`src/rtl/adc_ctl_pkg.sv`:
```
// register map, field positions and trigger selectors of the converter control block
// used by the control module, its property checker and the testbench
package adc_ctl_pkg;
    // byte addresses on the apb side
    localparam logic [7:0] ADDR_CONTROL_ONE = 8'h00;
    localparam logic [7:0] ADDR_MODE = 8'h04;
    localparam logic [7:0] ADDR_STATUS = 8'h08;
    // control register fields
    localparam int DONE_BIT = 0;
    localparam int SAMPLE_BIT = 1;
    localparam int AUTO_BIT = 2;
    localparam int SIMSEL_BIT = 3;
    localparam int GROUP_BIT = 4;
    localparam int CODE_LSB = 5;
    localparam int CODE_W = 3;
    // mode register fields
    localparam int RES12_BIT = 0;
    localparam int CHCNT_LSB = 1;
    localparam int CHCNT_W = 2;
    localparam logic [15:0] CONTROL_ONE_RESET = 16'h0000;
    localparam logic [2:0] MODE_RESET = 3'h0;
    // conversion time in system cycles
    localparam int CONV_CYCLES = 14;
    // auto-convert internal counter sample time
    localparam int AUTO_SAMPLE_CYCLES = 3;
    // number of trigger inputs from producers
    localparam int TRIG_W = 16;
    // trigger input index map
    localparam int TRG_PWM1 = 0;
    localparam int TRG_PWM2 = 1;
    localparam int TRG_PWM3 = 2;
    localparam int TRG_GEN12 = 3;
    localparam int TRG_GEN13 = 4;
    localparam int TRG_GEN14 = 5;
    localparam int TRG_GEN15 = 6;
    localparam int TRG_CHARGE_TIME = 7;
    localparam int TRG_TIMER5 = 8;
    localparam int TRG_PWM_SPECIAL = 9;
    localparam int TRG_TIMER3 = 10;
    localparam int TRG_EXT_PIN = 11;
    typedef enum logic [1:0]
    {
        ST_IDLE = 2'b00,
        ST_SAMPLE = 2'b01,
        ST_CONVERT = 2'b11
    } conv_state_e;
endpackage : adc_ctl_pkg

```
`src/rtl/adc_sample_convert_control.sv`:
```
// sampling and conversion sequencer of the converter, with apb register slave
// assumes trigger producers give levels on any clock; analog front end obeys
// sample_out and convert_start_out, and reports end of conversion by a pulse
//
// Function
// - group one codes pick generator or pwm; code 7 reserved
// - group zero codes pick timers, pwm special, charge time, pin, auto counter, manual; code 5 reserved
// - simultaneous or sequential channel sampling
// - simultaneous bit reads zero in 12-bit
// - auto start resamples after conversion ends
// - sample enable shows sampling; software may set
// - manual clear or hardware clear ends sampling
// - done sets at end, clears at start
// - software zero clears done harmlessly
//
// The register offsets and the APB slave port were chosen for this implementation.
`timescale 1ns/1ps
module adc_sample_convert_control
    import adc_ctl_pkg::*;
#(
    parameter int CONV_LEN = CONV_CYCLES,
    parameter int AUTO_LEN = AUTO_SAMPLE_CYCLES
) (
    input wire logic clk_sys_in,
    input wire logic sys_rst_in,
    input wire logic psel_in,
    input wire logic penable_in,
    input wire logic pwrite_in,
    input wire logic [7:0] paddr_in,
    input wire logic [31:0] pwdata_in,
    output logic [31:0] prdata_out,
    output logic pready_out,
    output logic pslverr_out,
    input wire logic [TRIG_W-1:0] trigger_in,
    input wire logic conv_end_in,
    output logic sample_out,
    output logic convert_start_out,
    output logic [3:0] sample_channels_out,
    output logic simultaneous_out
);
    ////////////////////////////////////////////////////////////////////////
    // register state
    logic [CODE_W-1:0] trigger_code_select_q;
    logic trigger_group_select_q;
    logic simultaneous_sample_select_q;
    logic auto_sample_start_q;
    logic sample_enable_q;
    logic done_q;
    logic resolution_12bit_select_q;
    logic [CHCNT_W-1:0] channel_count_select_q;
    conv_state_e state_q;
    logic [7:0] count_q;
    logic [TRIG_W-1:0] trig_rise;
    logic conv_end_sync_q;
    logic conv_end_meta_q;
    logic conv_end_prev_q;
    logic conv_done_evt;
    logic wr_ctl;
    logic wr_mode;
    logic apb_access;
    logic mapped;
    logic sel_fire;
    logic sel_reserved;
    logic start_conv;
    logic sim_eff;

    trig_edge_sync #(
        .WIDTH(TRIG_W)
    ) u_trig_sync (
        .clk_sys_in(clk_sys_in),
        .sys_rst_in(sys_rst_in),
        .async_in(trigger_in),
        .rise_out(trig_rise)
    );

    // end-of-conversion from analog side is asynchronous
    always_ff @(posedge clk_sys_in)
    begin
        if (sys_rst_in)
        begin
            conv_end_meta_q <= 1'b0;
            conv_end_sync_q <= 1'b0;
            conv_end_prev_q <= 1'b0;
        end
        else
        begin
            conv_end_meta_q <= conv_end_in;
            conv_end_sync_q <= conv_end_meta_q;
            conv_end_prev_q <= conv_end_sync_q;
        end
    end

    ////////////////////////////////////////////////////////////////////////
    // apb decode: zero wait states, unmapped gives pslverr
    assign apb_access = psel_in && penable_in;
    assign mapped = (paddr_in == ADDR_CONTROL_ONE) || (paddr_in == ADDR_MODE)
        || (paddr_in == ADDR_STATUS);
    assign pready_out = 1'b1;
    assign pslverr_out = apb_access && !mapped;
    assign wr_ctl = apb_access && pwrite_in && (paddr_in == ADDR_CONTROL_ONE);
    assign wr_mode = apb_access && pwrite_in && (paddr_in == ADDR_MODE);

    assign sim_eff = simultaneous_sample_select_q && !resolution_12bit_select_q;

    always_comb
    begin
        prdata_out = 32'h0000_0000;
        if (psel_in && !pwrite_in)
        begin
            case (paddr_in)
                ADDR_CONTROL_ONE:
                begin
                    prdata_out[DONE_BIT] = done_q;
                    prdata_out[SAMPLE_BIT] = sample_enable_q;
                    prdata_out[AUTO_BIT] = auto_sample_start_q;
                    prdata_out[SIMSEL_BIT] = sim_eff;
                    prdata_out[GROUP_BIT] = trigger_group_select_q;
                    prdata_out[CODE_LSB +: CODE_W] = trigger_code_select_q;
                end
                ADDR_MODE:
                begin
                    prdata_out[RES12_BIT] = resolution_12bit_select_q;
                    prdata_out[CHCNT_LSB +: CHCNT_W] = channel_count_select_q;
                end
                ADDR_STATUS:
                begin
                    prdata_out[1:0] = state_q;
                end
                default:
                begin
                    prdata_out = 32'h0000_0000;
                end
            endcase
        end
    end

    always_ff @(posedge clk_sys_in)
    begin
        if (sys_rst_in)
        begin
            trigger_code_select_q <= CONTROL_ONE_RESET[CODE_LSB +: CODE_W];
            trigger_group_select_q <= CONTROL_ONE_RESET[GROUP_BIT];
            simultaneous_sample_select_q <= CONTROL_ONE_RESET[SIMSEL_BIT];
            auto_sample_start_q <= CONTROL_ONE_RESET[AUTO_BIT];
        end
        else if (wr_ctl)
        begin
            trigger_code_select_q <= pwdata_in[CODE_LSB +: CODE_W];
            trigger_group_select_q <= pwdata_in[GROUP_BIT];
            simultaneous_sample_select_q <= pwdata_in[SIMSEL_BIT];
            auto_sample_start_q <= pwdata_in[AUTO_BIT];
        end
    end

    always_ff @(posedge clk_sys_in)
    begin
        if (sys_rst_in)
        begin
            resolution_12bit_select_q <= MODE_RESET[RES12_BIT];
            channel_count_select_q <= MODE_RESET[CHCNT_LSB +: CHCNT_W];
        end
        else if (wr_mode)
        begin
            resolution_12bit_select_q <= pwdata_in[RES12_BIT];
            channel_count_select_q <= pwdata_in[CHCNT_LSB +: CHCNT_W];
        end
    end

    ////////////////////////////////////////////////////////////////////////
    // trigger selection
    // group and code form one selector
    always_comb
    begin
        sel_fire = 1'b0;
        sel_reserved = 1'b0;
        case ({trigger_group_select_q, trigger_code_select_q})
            4'hF: sel_reserved = 1'b1;
            4'hE: sel_fire = trig_rise[TRG_GEN15];
            4'hD: sel_fire = trig_rise[TRG_GEN14];
            4'hC: sel_fire = trig_rise[TRG_GEN13];
            4'hB: sel_fire = trig_rise[TRG_GEN12];
            4'hA: sel_fire = trig_rise[TRG_PWM3];
            4'h9: sel_fire = trig_rise[TRG_PWM2];
            4'h8: sel_fire = trig_rise[TRG_PWM1];
            4'h7: sel_fire = (count_q >= 8'(AUTO_LEN));
            4'h6: sel_fire = trig_rise[TRG_CHARGE_TIME];
            4'h5: sel_reserved = 1'b1;
            4'h4: sel_fire = trig_rise[TRG_TIMER5];
            4'h3: sel_fire = trig_rise[TRG_PWM_SPECIAL];
            4'h2: sel_fire = trig_rise[TRG_TIMER3];
            4'h1: sel_fire = trig_rise[TRG_EXT_PIN];
            // manual mode: software writes sample enable low
            4'h0: sel_fire = wr_ctl && !pwdata_in[SAMPLE_BIT];
            default: sel_fire = 1'b0;
        endcase
    end

    assign start_conv = (state_q == ST_SAMPLE) && sel_fire && !sel_reserved;

    ////////////////////////////////////////////////////////////////////////
    // sequencer; conversion ends on analog pulse or on internal timeout
    assign conv_done_evt = (state_q == ST_CONVERT)
        && ((conv_end_sync_q && !conv_end_prev_q) || (count_q >= 8'(CONV_LEN)));

    always_ff @(posedge clk_sys_in)
    begin
        if (sys_rst_in)
        begin
            state_q <= ST_IDLE;
            sample_enable_q <= 1'b0;
        end
        else
        begin
            case (state_q)
                ST_IDLE:
                begin
                    // auto start sets sample enable itself
                    // software write of one starts sampling
                    if (auto_sample_start_q || (wr_ctl && pwdata_in[SAMPLE_BIT]))
                    begin
                        state_q <= ST_SAMPLE;
                        sample_enable_q <= 1'b1;
                    end
                end
                ST_SAMPLE:
                begin
                    // hardware clears sample enable on trigger
                    if (start_conv)
                    begin
                        state_q <= ST_CONVERT;
                        sample_enable_q <= 1'b0;
                    end
                end
                ST_CONVERT:
                begin
                    if (conv_done_evt)
                    begin
                        state_q <= auto_sample_start_q ? ST_SAMPLE : ST_IDLE;
                        sample_enable_q <= auto_sample_start_q;
                    end
                end
                default:
                begin
                    state_q <= ST_IDLE;
                    sample_enable_q <= 1'b0;
                end
            endcase
        end
    end

    // shared counter: sample time in ST_SAMPLE (used by auto-convert), conversion time in ST_CONVERT
    always_ff @(posedge clk_sys_in)
    begin
        if (sys_rst_in || start_conv || conv_done_evt || state_q == ST_IDLE)
        begin
            count_q <= 8'h00;
        end
        else if (count_q != 8'hFF)
        begin
            count_q <= count_q + 8'h01;
        end
    end

    // done set at end, cleared at start
    // software zero clears; set wins over clear
    always_ff @(posedge clk_sys_in)
    begin
        if (sys_rst_in)
        begin
            done_q <= CONTROL_ONE_RESET[DONE_BIT];
        end
        else if (conv_done_evt)
        begin
            done_q <= 1'b1;
        end
        else if (start_conv || (wr_ctl && !pwdata_in[DONE_BIT]))
        begin
            done_q <= 1'b0;
        end
    end

    ////////////////////////////////////////////////////////////////////////
    // front end outputs
    // four, two or one channel; sampled together only when the simultaneous bit holds
    always_ff @(posedge clk_sys_in)
    begin
        if (sys_rst_in)
        begin
            sample_channels_out <= 4'h1;
            simultaneous_out <= 1'b0;
            convert_start_out <= 1'b0;
        end
        else
        begin
            convert_start_out <= start_conv;
            simultaneous_out <= sim_eff && (channel_count_select_q != 2'h0);
            if (channel_count_select_q[1])
            begin
                sample_channels_out <= 4'hF;
            end
            else if (channel_count_select_q[0])
            begin
                sample_channels_out <= 4'h3;
            end
            else
            begin
                sample_channels_out <= 4'h1;
            end
        end
    end

    assign sample_out = sample_enable_q;
endmodule : adc_sample_convert_control

```
`src/rtl/trig_edge_sync.sv`:
```
// two-flop synchroniser and rising edge detector for trigger inputs
// assumes triggers are levels from other clock domains or pins
`timescale 1ns/1ps
module trig_edge_sync #(
    parameter int WIDTH = 16
) (
    input wire logic clk_sys_in,
    input wire logic sys_rst_in,
    input wire logic [WIDTH-1:0] async_in,
    output logic [WIDTH-1:0] rise_out
);
    logic [WIDTH-1:0] meta_q;
    logic [WIDTH-1:0] sync_q;
    logic [WIDTH-1:0] prev_q;

    always_ff @(posedge clk_sys_in)
    begin
        if (sys_rst_in)
        begin
            meta_q <= '0;
            sync_q <= '0;
            prev_q <= '0;
        end
        else
        begin
            meta_q <= async_in;
            sync_q <= meta_q;
            prev_q <= sync_q;
        end
    end

    assign rise_out = sync_q & ~prev_q;
endmodule : trig_edge_sync

```
`config.mk`:
```
export PLATFORM = sky130hd
export DESIGN_NAME = adc_sample_convert_control
export DESIGN_NICKNAME = d
export VERILOG_FILES = /design/src/rtl/adc_ctl_pkg.sv /design/src/rtl/adc_sample_convert_control.sv /design/src/rtl/trig_edge_sync.sv
export SDC_FILE = /design/constraint.sdc
export NUM_CORES = 1
export LEC_CHECK = 0
export ABC_AREA = 1
export BUFFER_PORTS_ARGS = -buffer_cell sky130_fd_sc_hd__buf_2
export CAP_MARGIN = 20
export CORE_AREA = 2 2 79 81
export DETAILED_ROUTE_END_ITERATION = 16
export DIE_AREA = 0 0 81 83
export PLACE_DENSITY = 0.86
export SLEW_MARGIN = 10
export SYNTH_ARGS = -nofsm -noshare
export SYNTH_HDL_FRONTEND = slang
export SYNTH_SLANG_ARGS = --single-unit
```
`constraint.sdc`:
```
create_clock -name clk_sys_in -period 4.44 [get_ports clk_sys_in]
set_input_delay 0.222 -clock clk_sys_in [delete_from_list [all_inputs] [get_ports clk_sys_in]]
set_output_delay 0.222 -clock clk_sys_in [all_outputs]
set_load 0.02 [all_outputs]
```
# [After elaboration in Yosys (flattened, before gate mapping)]
# Cells that the tools add are included.
[op_classes] n_addsub=1 order_cmp=2 n_eq_ne=23 n_mux=19 bitwise=2 reduce_logical=38
[ops] operator="$eq A4 B4 Y1 const B" count=8
[ops] operator="$eq A4 B3 Y1 const B" count=4
[ops] operator="$logic_and A1 B1 Y1" count=15
[ops] operator="$pmux W1 S14" count=1
[ops] operator="$and A12 B12 Y12" count=1
[ops] operator="$not A12 Y12" count=1
[ops] operator="$pmux W2 S3" count=2
[ops] operator="$add A8 B1 Y8 const B" count=1
[ops] operator="$eq A4 B2 Y1 const B" count=2
[ops] operator="$eq A8 B3 Y1 const B" count=1
[ops] operator="$eq A8 B4 Y1 const B" count=1
[ops] operator="$ge A8 B2 Y1 const B" count=1
[ops] operator="$ge A8 B4 Y1 const B" count=1
[ops] operator="$logic_not A8 Y1" count=1
[ops] operator="$logic_or A1 B1 Y1" count=8
[ops] operator="$mux W2" count=4
[ops] operator="$mux W8" count=1
[ops] operator="$ne A8 B8 Y1 const B" count=1
[ops] operator="$logic_not A1 Y1" count=7
[ops] operator="$mux W1" count=7
[ops] operator="$ne A2 B2 Y1 const B" count=3
[ops] operator="$mux W5" count=1
[ops] operator="$eq A4 B1 Y1 const B" count=1
[ops] operator="$logic_not A4 Y1" count=1
[ops] operator="9 further kinds" count=11
[word_totals] reg_bits=66 in_bits=62 out_inout_bits=41 elab_cells=105

# [Longest topological paths before layout]
# Gate-level depths: netlist (run 1).
[logic_depth] ltp_word=10 depth_mapped=12 depth_no_buf=12

# [Modules after synthesis]
# A second synthesis (run 1) with hierarchy kept.
[unflattened] cells_unflattened=428 area_unflattened_um2=3200.6
[modules_own_cells] module="adc_sample_convert_control" n_inst=1 cells_per_inst=263 area_each_um2=1775.5 seq_area_each_um2=560.5
[modules_own_cells] module="trig_edge_sync" n_inst=1 cells_per_inst=165 area_each_um2=1425.1 seq_area_each_um2=960.9

# [Worst setup path before layout (run 1)]
# No wires, ideal clock.
[synth_timing] path_kind="input to output" from="in paddr_in[7]" to="out prdata_out[1]" arrival_time_ns=1.252 t_required_ns=4.218 slack_ns=2.966 stages=9 path_buffers=0 cell_sequence="nor2_1 -> nand2_1 -> inv_1 -> nand4_1 -> inv_1 -> nor2_1 -> nand2_1 -> nand2_1 -> a31oi_1"
[synth_via] elab_chain_cells=3 word_cells_on_any_way=5 cone_classes="2 x eq/ne; 2 x mux; 1 x reduce/logical"
[synth_lines] element="from (decl)" line_no="adc_sample_convert_control.sv:29" rtl="input wire logic [7:0] paddr_in,"
[synth_lines] element="$eq A8 B4 Y1, or another cell as far along" line_no="adc_sample_convert_control.sv:110" rtl="case (paddr_in)"
[synth_lines] element="$pmux W2 S3 (*)" line_no="adc_sample_convert_control.sv:110"
[synth_lines] element="$mux W8 (*)" line_no="adc_sample_convert_control.sv:108" rtl="if (psel_in && !pwrite_in)"
[synth_lines] element="to (decl)" line_no="adc_sample_convert_control.sv:31" rtl="output logic [31:0] prdata_out,"
# Mark *: on every way between the ends. The rest lies on a longest branch, timed or not.

# [Worst setup path in the final report (run 1)]
[layout_timing] from="reg count_q[0]" to="reg sample_enable_q (netlist: sample_out)"
[layout_via] elab_chain_cells=6 word_cells_on_any_way=10 cone_classes="2 x order compare; 2 x eq/ne; 1 x mux; 5 x reduce/logical"
[layout_lines] element="from (decl)" line_no="adc_sample_convert_control.sv:52" rtl="logic [7:0] count_q;"
[layout_lines] element="from (signal assigned)" line_no="adc_sample_convert_control.sv:260" rtl="count_q <= count_q + 8'h01;"
[layout_lines] element="$ge A8 B2 Y1" line_no="adc_sample_convert_control.sv:185" rtl="4'h7: sel_fire = (count_q >= 8'(AUTO_LEN));"
[layout_lines] element="$pmux W1 S14" line_no="adc_sample_convert_control.sv:176" rtl="case ({trigger_group_select_q, trigger_code_select_q})"
[layout_lines] element="$logic_and A1 B1 Y1 (2 in a row)" line_no="adc_sample_convert_control.sv:198" rtl="assign start_conv = (state_q == ST_SAMPLE) && sel_fire && !sel_reserved;"
[layout_lines] element="$ne A2 B2 Y1 (no source line)"
[layout_lines] element="$reduce_and A3 Y1 (no source line) (*)"
[layout_lines] element="to (signal assigned)" line_no="adc_sample_convert_control.sv:239" rtl="sample_enable_q <= auto_sample_start_q;"
[layout_lines] element="to (decl)" line_no="adc_sample_convert_control.sv:47" rtl="logic sample_enable_q;"
# Marks and branches as above.
# A chain may end at the register's enable or synchronous reset.

==> impl_results.md, run 1 <==
* Status: finished clean
* Post-DRT Antenna Nets at 0
* Drt total wl at between 5000 and 6000 µm
* Critical Path Fanout Max at 3
* Num ports at around 100
* Pre-Repair DR Iteration Count at 6
* P_leak at 0.00163 µW
* Die area at slightly below 0.007 mm²
* Pin count of the biggest net entering global routing at around 50
* Hold_buf cts at 0
* Initial Util at between 40% and 50%
* RSZ-0062 raised after global routing: false
* Max Transition Viols Final at 0
* Drt drc at 0
* Async set or reset register ratio after synthesis at 0%
* Sequential share of the synthesized area at between 40% and 50%
* Synth unique cells at 27
* Met1 Use GR at between 10% and 20%
* TritonCTS clock tree: built
* Top Usage Layer GRT: met2
* Post-synth EDFFs at 0
* Worst rel slew slack at a little under half
* Most frequent cell after synthesis: nor2_1
* CTS sink cnt at 64
* Die Ht at about 83 µm
* RePlAce Congestion at around 0.77
* Initial drt markers at between 100 and 150
* Worst Hold Class: input port to flop
* IO buf count at 48
* Register area at ~0.0013 mm²
* YS warnings at 0
* Total track usage at between 10% and 20%
* Ranking of synthesized cells by area: dfxtp_1 (45%), nor2_1 (11%), inv_1 (8.5%)
* Final Net Count at 506
* Vias at 2353
* WP data arrival at roughly 1900 ps
* Power density over cell area at between 300 and 400 mW/mm²
* FMAX at between 500 and 600 MHz
* Slew @ Worst Pin at 805 ps
* Core box area at between 0.005 and 0.006 mm²
* Fin area at approximately 0.0033 mm²
* Post-DR wirelength/cell at approximately 10 µm
* Max-cap viol count at 0
* Critical path class: flop to flop
* Post-synth top cells: nor2_1 (84), dfxtp_1 (64), inv_1 (64), nand2_1 (47), buf_4 (27)
* Syn Inst Count at between 300 and 400
* Crit share post-route at 38.2%
* Max Root-Sink Buffers at 2
* Avg Inst Size Synth at roughly 7.3 µm²
* Seq cells post-synth at 64
* Post-CTS Setup Inserts at 0
* Depth of the CTS H-tree at 3
* Critical Path Start Type: flop
* Clk_lat worst skew at ~340 ps
* Critical Path RT at 4680 ps
* Clk_skew at ~6 ps
* Layout cells sized above 1 at about a fifth
* N_diodes at 0
* Die width at roughly 81 µm
* Ys flop type: dfxtp_1
* Std cell rows at 28
* Initial antenna violation count at 0
* Clock transition at the registers of the reported paths at 70 ps
* Multi-input gate area at 0.00115 mm²
* Synth area leader: dfxtp_1
* Endpoints failing setup at 0
* Final Hold Viols at 0
* Number of global-route vias before repair at ~2200
* First-pass GRT wire length at slightly below 9000 µm
* Fillcell total at about 500
* Vias/cell at between 4 and 5
* Crit path time final at between 1500 and 2000 ps
* Setup TNS at 0 ps
* Synthesized area at 0.00284 mm²
* Grt total ovfl at 0
* Routing usage on met3 at about 3.8%
* Post-DP HPWL at 3710 µm
* Met2 usage at 28.4%
* Placed inst area at 0.00304 mm²
* Crit end category: flop
* Clk root buf: clkbuf_8
* Share of the synthesized area in the top cell type at 45.2%
* Synth-to-Final Area Change at 15.2%
* Maximum VDD drop at between 200 and 250 µV
* CTS Buf Count at 9
* # resized after CTS at 0
[state kept, by name, summed over array words and instances (netlist names), 2 cells and up]
name	flops
u_trig_sync.prev_q	12
sample_channels_out	2
count_q	8
u_trig_sync.meta_q	12
channel_count_select_q	2
trigger_code_select_q	3
u_trig_sync.sync_q	12
state_q	2
[worst paths after layout]
kind	startpoint	end	slack [ps]	cells past startpoint
worst max-delay path	count_q[0]	sample_out	2740	12
worst max register to register	count_q[0]	sample_out	2740	12
worst min-delay path	trigger_in[5]	u_trig_sync.meta_q[5]	70	3
worst min register to register	u_trig_sync.meta_q[9]	u_trig_sync.sync_q[9]	400	2
[stage by stage]
stage / power (µW) / cells / setup WS [ps] / util [%] / hold WS [ps]
after floorplan: 692 / 413 / 2970 / - / 329
after global placement: 697 / 503 / 2750 / 52.2 / 389
after detailed placement: 701 / 503 / 2750 / 52.2 / 393
after CTS: 1260 / 519 / 2740 / 56.2 / 68.7
after global routing: 1300 / 519 / 2530 / 56.2 / 80.5
final: 1260 / 519 / 2740 / 56.2 / 73.6
[cell usage in the layout (no fill, tap or decap), types with 3 or more instances in the layout]
master,count
conb_1,26
xor2_1,3
buf_2,48
nor2_2,11
nor3_1,7
ha_1,5
o21ai_0,14
inv_1,64
inv_2,7
nand2_1,47
a21oi_1,16
nand3_1,15
nand4_1,4
dfxtp_1,64
clkbuf_8,11
nor2_1,84
[critical path, stage by stage (launching register included)]
cell	delay [ps]
dfxtp_1	340
inv_1	80
ha_1	200
nor2_1	100
nor2_1	50
nor3_1	300
nand2_1	110
nand2_1	130
inv_2	50
nand2_1	90
nand2_1	60
nand2_1	50
nor2_1	40
[cell type report]
cell class,instances,area share [%]
Clock buffer,12,4.75
Clock inverter,4,2.34
Inverter,71,8.16
Multi-Input combinational cell,245,35.3
Sequential cell,64,39.2
Tap cell,75,2.87
Timing Repair Buffer,48,7.35
[cell families (layout without fill, tap and decap cells)]
family	Yosys count	after routing	synth area share (%)
simple gates	177	177	27.8
buf+inv	104	135	17.3
flops	64	64	45.2
compound gates	33	33	5.91
fa+ha+maj	5	5	2.21
xor+xnor	3	3	0.927
other cells	2	26	0.265
mux	1	1	0.353
[per-layer routing]
metal / part of all wire [%] / vias to the layer above
met5: 0 / -
met4: 2.4 / 0
met3: 7.6 / 12
met2: 50 / 103
met1: 40 / 1011
li1: - / 1227
[report_power, final]
part	leakage, µW	switching, µW	internal [µW]
Combinational	0.000995	63.3	28.0
Clock	0.000113	219	348
Sequential	0.000522	6.22	591
(Power assumes the default switching activity.)
==> run 2, diff against run 1 <==
--- a/config.mk
+++ b/config.mk
@@ -5,13 +5,13 @@
 export SDC_FILE = /design/constraint.sdc
 export NUM_CORES = 1
 export LEC_CHECK = 0
-export ABC_AREA = 1
+export ABC_AREA = 0
 export BUFFER_PORTS_ARGS = -buffer_cell sky130_fd_sc_hd__buf_2
 export CAP_MARGIN = 20
 export CORE_AREA = 2 2 79 81
 export DETAILED_ROUTE_END_ITERATION = 16
 export DIE_AREA = 0 0 81 83
-export PLACE_DENSITY = 0.86
+export PLACE_DENSITY = 0.85
 export SLEW_MARGIN = 10
 export SYNTH_ARGS = -nofsm -noshare
 export SYNTH_HDL_FRONTEND = slang
==> constraint.sdc (replaced) <==
create_clock -name clk_sys_in -period 1.6 [get_ports clk_sys_in]
set_input_delay 0.08 -clock clk_sys_in [delete_from_list [all_inputs] [get_ports clk_sys_in]]
set_output_delay 0.08 -clock clk_sys_in [all_outputs]
set_load 0.02 [all_outputs]
==> impl_results.md, run 2 <==
* Clock transition at the registers of the reported paths at about 70 ps
* Sequential share of the synthesized area at 46.0%
* Power density over cell area at just under 900 mW/mm²
* Ys flop type: dfxtp_1
* Post-DRT Antenna Nets at 0
* CP delay by family, top: simple AND/OR/NAND/NOR gates
* Synth area leader: dfxtp_1
* Seq cells post-synth at 64
* Failing checks: setup timing
* Clk root buf: clkbuf_8
* Most frequent cell after synthesis: dfxtp_1
* Synth-to-Final Area Change at 33.1%
* Die Ht at roughly 83 µm
* Comb power frac at under 10%
* Pre-Repair DR Iteration Count at 4
* YS warnings at 0
* Post-DP HPWL at 4170 µm
* Share of the synthesized area in the top cell type at 46.0%
* Final Hold Viols at 0
* FMAX at between 500 and 600 MHz
* Worst Hold Class: input port to flop
* Status: finished, violations left
* Clk_skew at 8.48 ps
* IO buf count at 48
* Pin count of the biggest net entering global routing at 43
* Synth unique cells at 48
* Initial antenna violation count at 0
* Post-DR wirelength/cell at around 13 µm
* Async set or reset register ratio after synthesis at 0%
* Sequential power share at 49.8%
* Drt total wl at 5940 µm
* Maximum VDD drop at ~880 µV
* Crit share post-route at 119%
* Die area at about 0.0067 mm²
* Sw frac at between 20 and 25%
* Overall Power at between 3000 and 4000 µW
* Most common cell after layout, fill and taps aside: dfxtp_1
* Clk_lat worst skew at about 340 ps
* Worst path slowest cell: dfxtp_4
* Grt total ovfl at 0
* Critical path depth at 8
* Endpoints failing setup at 13
* Initial Util at 47.9%
* WP data arrival at between 2000 and 2500 ps
* P_leak at between 0.0015 and 0.002 µW
* Final Net Count at 461
* Worst setup margin at -300 ps
* TritonCTS clock tree: built
* Most frequent cells in the layout: dfxtp_1 (59), buf_2 (48), nor2b_1 (41)
* Die width at around 80 µm
* Post-synth EDFFs at 0
* Ranking of synthesized cells by area: dfxtp_1 (46%), nor2b_1 (9.2%), buf_4 (7.3%)
* Largest regs: u_trig_sync.meta_q (12), u_trig_sync.prev_q (12), u_trig_sync.sync_q (12)
* Num ports at between 100 and 150
* Worst Hold Path Cells at 3
* Vias/cell at just under 5
* CTS Buf Count at 9
* R2R depth at 8
* Cell internal pwr at around 2500 µW
* Crit path largest cell delay at 360 ps
* N_diodes at 0
* Power share of the clock group at a little over two fifths
* Number of global-route vias before repair at between 2000 and 2500
* CP Cell Sequence: ha_4 > nor4b_4 > nand2_1 > a32o_2 > nor3_2 > a41oi_2 > buf_12 > nor4_1
* Critical Path RT at around 1900 ps
* Critical Path Fanout Max at 10
* Vias at 2300
* CTS sink cnt at 64
* Max-cap viol count at 0
* Layout cells sized above 1 at between 30% and 40%
* Post-synth top cells: dfxtp_1 (64), nor2b_1 (41), nor2_1 (29), buf_4 (27), mux2i_1 (12)
* Syn Inst Count at ~300
* Critical path class: flop to flop
* Crit end category: flop
* Max Root-Sink Buffers at 2
* Max Transition Viols Final at 0
* Depth of the CTS H-tree at 3
* Total track usage at a little under a fifth
* Critical path buffers and inverters at 1
* RePlAce Congestion at 0.796
* First-pass GRT wire length at 9760 µm
* Critical Path Start Type: flop
* Std cell rows at 28
* Psw at 793 µW
* Synthesized area at around 0.0028 mm²
* RSZ-0062 raised after global routing: true
* Core box area at between 0.005 and 0.006 mm²
* Avg Inst Size Synth at approximately 9.4 µm²
* Drt drc at 0
* Crit path time final at 1900 ps
* Initial drt markers at between 100 and 150
* Hold Slack at 10.2 ps
[run 2: logic make-up (layout without fill, tap and decap cells)]
group           Yosys count  count (layout)  synth area share (%)
fa+ha+maj                 5               5                  2.25
compound gates           32              32                  8.59
buf+inv                  50             128                  10.7
mux                      12              12                  4.31
xor+xnor                  3               3                 0.944
other cells               2              26                 0.270
simple gates            129             129                  27.0
flops                    64              64                  46.0
[run 2: final cells by class]
| class | instances | area [µm²] |
|---|---|---|
| Inverter | 11 | 41.3 |
| Clock inverter | 6 | 66.3 |
| Timing Repair Buffer | 101 | 698 |
| Clock buffer | 10 | 138 |
| Multi-Input combinational cell | 207 | 1380 |
| Fill cell | 459 | 2110 |
| Tap cell | 75 | 93.8 |
| Sequential cell | 64 | 1290 |
[run 2: timing repair]
item,4_1_cts,5_1_grt
setup endpoints to repair,15,17
hold buffers,19,0
resized for setup,5,3
pin swaps,1,1
endpoints found under the hold margin,19,0
setup buffers,2,1
[run 2: metrics by stage]
stage	worst slack, ps	cell area (µm²)	TNS (ps)	utilization (%)	std cells
2_1_floorplan	-176	2930	-1280	-	321
3_3_place_gp	-255	3250	-2220	55.9	436
3_5_place_dp	-365	3250	-3230	55.9	436
4_1_cts	-326	3680	-3070	63.3	473
5_1_grt	-395	3710	-4190	63.7	474
6_report	-300	3710	-2950	63.7	474
[run 2: layer usage]
| layer | track usage (%) | wire length [µm] |
|---|---|---|
| met1 | 21.0 | 2420 |
| met2 | 32.5 | 3010 |
| met3 | 4.02 | 344 |
| met4 | 10.2 | 163 |
| met5 | 0 | 0 |
[run 2: power groups by stage]
stage                     logic [µW]  clock network [µW]  registers (µW)
after floorplan                  192                   0            1680
after global placement           204                   0            1680
after detailed placement         209                   0            1680
after CTS                        249                1430            1640
after global routing             281                1510            1650
final                            254                1400            1640
[run 2: worst paths after layout]
check | startpoint | to | slack [ps]
min reg2reg | u_trig_sync.meta_q[7] | u_trig_sync.sync_q[7] | 440
max reg2reg | count_q[1] | count_q[6] | -300
max | count_q[1] | count_q[6] | -300
min | pwdata_in[5] | trigger_code_select_q[0] | 10
[run 2: worst min-delay path, stage by stage]
cell and delay [ps]:
buf_2 100, mux2i_1 60, nor2_1 80
==> run 3, diff against run 2 <==
--- a/config.mk
+++ b/config.mk
@@ -5,12 +5,12 @@
 export SDC_FILE = /design/constraint.sdc
 export NUM_CORES = 1
 export LEC_CHECK = 0
-export ABC_AREA = 0
+export ABC_AREA = 1
 export BUFFER_PORTS_ARGS = -buffer_cell sky130_fd_sc_hd__buf_2
-export CAP_MARGIN = 20
-export CORE_AREA = 2 2 79 81
+export CAP_MARGIN = 25
+export CORE_AREA = 2 2 80 82
 export DETAILED_ROUTE_END_ITERATION = 16
-export DIE_AREA = 0 0 81 83
+export DIE_AREA = 0 0 82 84
 export PLACE_DENSITY = 0.85
 export SLEW_MARGIN = 10
 export SYNTH_ARGS = -nofsm -noshare
==> impl_results.md, run 3 (synthesized netlist as in run 1, its figures left out) <==
* Final Net Count at 528
* Vias/cell at about 4.5
* Total track usage at between 15 and 20%
* Max Transition Viols Final at 0
* Num ports at 103
* M1 wire length at 2230 µm
* Post-layout util at 57.1%
* Top Metal Used: met4
* Most frequent cells in the layout: nor2_1 (82), inv_1 (63), dfxtp_1 (58)
* Status: finished clean
* Fin area at 0.00348 mm²
* Endpoints failing setup at 0
* FMAX at approximately 660 MHz
* Initial Util at between 40% and 50%
* IO buf count at between 40 and 50
* Critical Path RT at 1870 ps
* Clk_skew at between 4 and 5 ps
* Synth-to-Final Area Change at 22.8%
* Overall Power at about 3300 µW
* Crit end category: flop
* Clock transition at the registers of the reported paths at 70 ps
* Pin count of the biggest net entering global routing at 27
* TritonCTS clock tree: built
* First-pass GRT wire length at approximately 9000 µm
* CTS Buf Count at 9
* Critical Path Fanout Max at 8
* Most common cell after layout, fill and taps aside: nor2_1
* Max-cap viol count at 0
* Die Ht at approximately 84 µm
* N_diodes at 0
* Setup TNS at 0 ps
* Largest regs: u_trig_sync.meta_q (12), u_trig_sync.prev_q (12), u_trig_sync.sync_q (12)
* Pre-Repair DR Iteration Count at 4
* Grt total ovfl at 0
* Power density over cell area at 937 mW/mm²
* RSZ-0062 raised after global routing: true
* Layout cells sized above 1 at 23.9%
* Maximum VDD drop at slightly below 900 µV
* Routed wl met2 at 2920 µm
* Crit path time final at between 1500 and 2000 ps
* Initial antenna violation count at 0
* Drt drc at 0
* Die width at around 82 µm
* CTS sink cnt at 64
* Std cell rows at 29
* Depth of the CTS H-tree at 3
* Hold Slack at a little under 20 ps
* Core box area at 0.00610 mm²
* Post-DP HPWL at about 3900 µm
* Clk root buf: clkbuf_8
* Die area at approximately 0.007 mm²
* Drt total wl at about 5500 µm
* Max Root-Sink Buffers at 2
* WP data arrival at 1780 ps
* Post-DRT Antenna Nets at 0
* Clk_lat worst skew at 340 ps
* Initial drt markers at a little over 90
* Crit share post-route at a little over nine tenths
* Vias at between 2000 and 2500
* Critical Path Start Type: flop
* Placed inst area at 0.00308 mm²
* Critical path class: flop to flop
* Worst Hold Class: input port to flop
* Post-DR wirelength/cell at approximately 10 µm
* Metal3 WL at between 200 and 300 µm
* Final Hold Viols at 0
* RePlAce Congestion at ~0.79
* P_leak at approximately 0.0017 µW
* Number of global-route vias before repair at 2286
## run 3: changes by cell type in the layout (fill, tap and decap cells not counted), sizes merged, moves of 6 or more
| cell | previous run | this run |
|---|---|---|
| nand3 | 7 | 17 |
| nor2b | 41 | 0 |
| buf | 82 | 57 |
| dlygate4sd3 | 19 | 13 |
| nor2 | 29 | 96 |
| o21ai | 4 | 15 |
| mux2i | 12 | 1 |
| inv | 13 | 71 |
| a21oi | 9 | 16 |
| nand2 | 10 | 51 |
## run 3: what timing repair did
item	4_1_cts	5_1_grt
hold buffers	13	0
pin swaps	5	8
endpoints found under the hold margin	13	0
gates resized for setup	6	14
endpoints found under the setup margin	4	13
setup buffers	1	3
## run 3: path summary, 6_finish.rpt
kind	start	to	slack, ps	cells after the start
max	count_q[1]	count_q[7]	90	10
max reg2reg	count_q[1]	count_q[7]	90	10
min reg2reg	u_trig_sync.meta_q[3]	u_trig_sync.sync_q[3]	400	2
min	pwdata_in[3]	simultaneous_sample_select_q	20	3
## run 3: worst max-delay path: stages (launching register included)
cell and delay, ps:
dfxtp_4 360, ha_4 170, inv_4 50, nand3_1 70
o21ai_1 120, nand2_1 60, nand2_1 90, nand3_2 110
nand2_4 90, nand4_4 180, nor2_2 150
## run 3: metal layers
layer  global-route usage, %  up-vias
li1                        -     1267
met1                    17.6     1121
met2                    30.5       58
met3                    6.28       11
met4                    5.30        0
met5                       0        -
## run 3: where the power goes
group / switching (µW) / leakage, µW / internal [µW]
Sequential: 17.8 / 0.000526 / 1640
Clock: 564 / 0.0000925 / 751
Combinational: 187 / 0.00111 / 105
## run 3: per-stage QoR
stage / setup WS [ps] / instances
6_report: 87.9 / 542
5_1_grt: -22.8 / 542
4_1_cts: 4.64 / 539
3_5_place_dp: 21.3 / 510
3_3_place_gp: 43.2 / 510
2_1_floorplan: 149 / 413
## run 3: layout make-up
class                      count  area [µm²]
fill                         566        2610
sequential                    64        1290
multi-input combinational    245        1200
timing repair buffer          70         438
inverter                      71         269
clock buffer                  12         145
tap                           77        96.3
clock inverter                 3        42.5
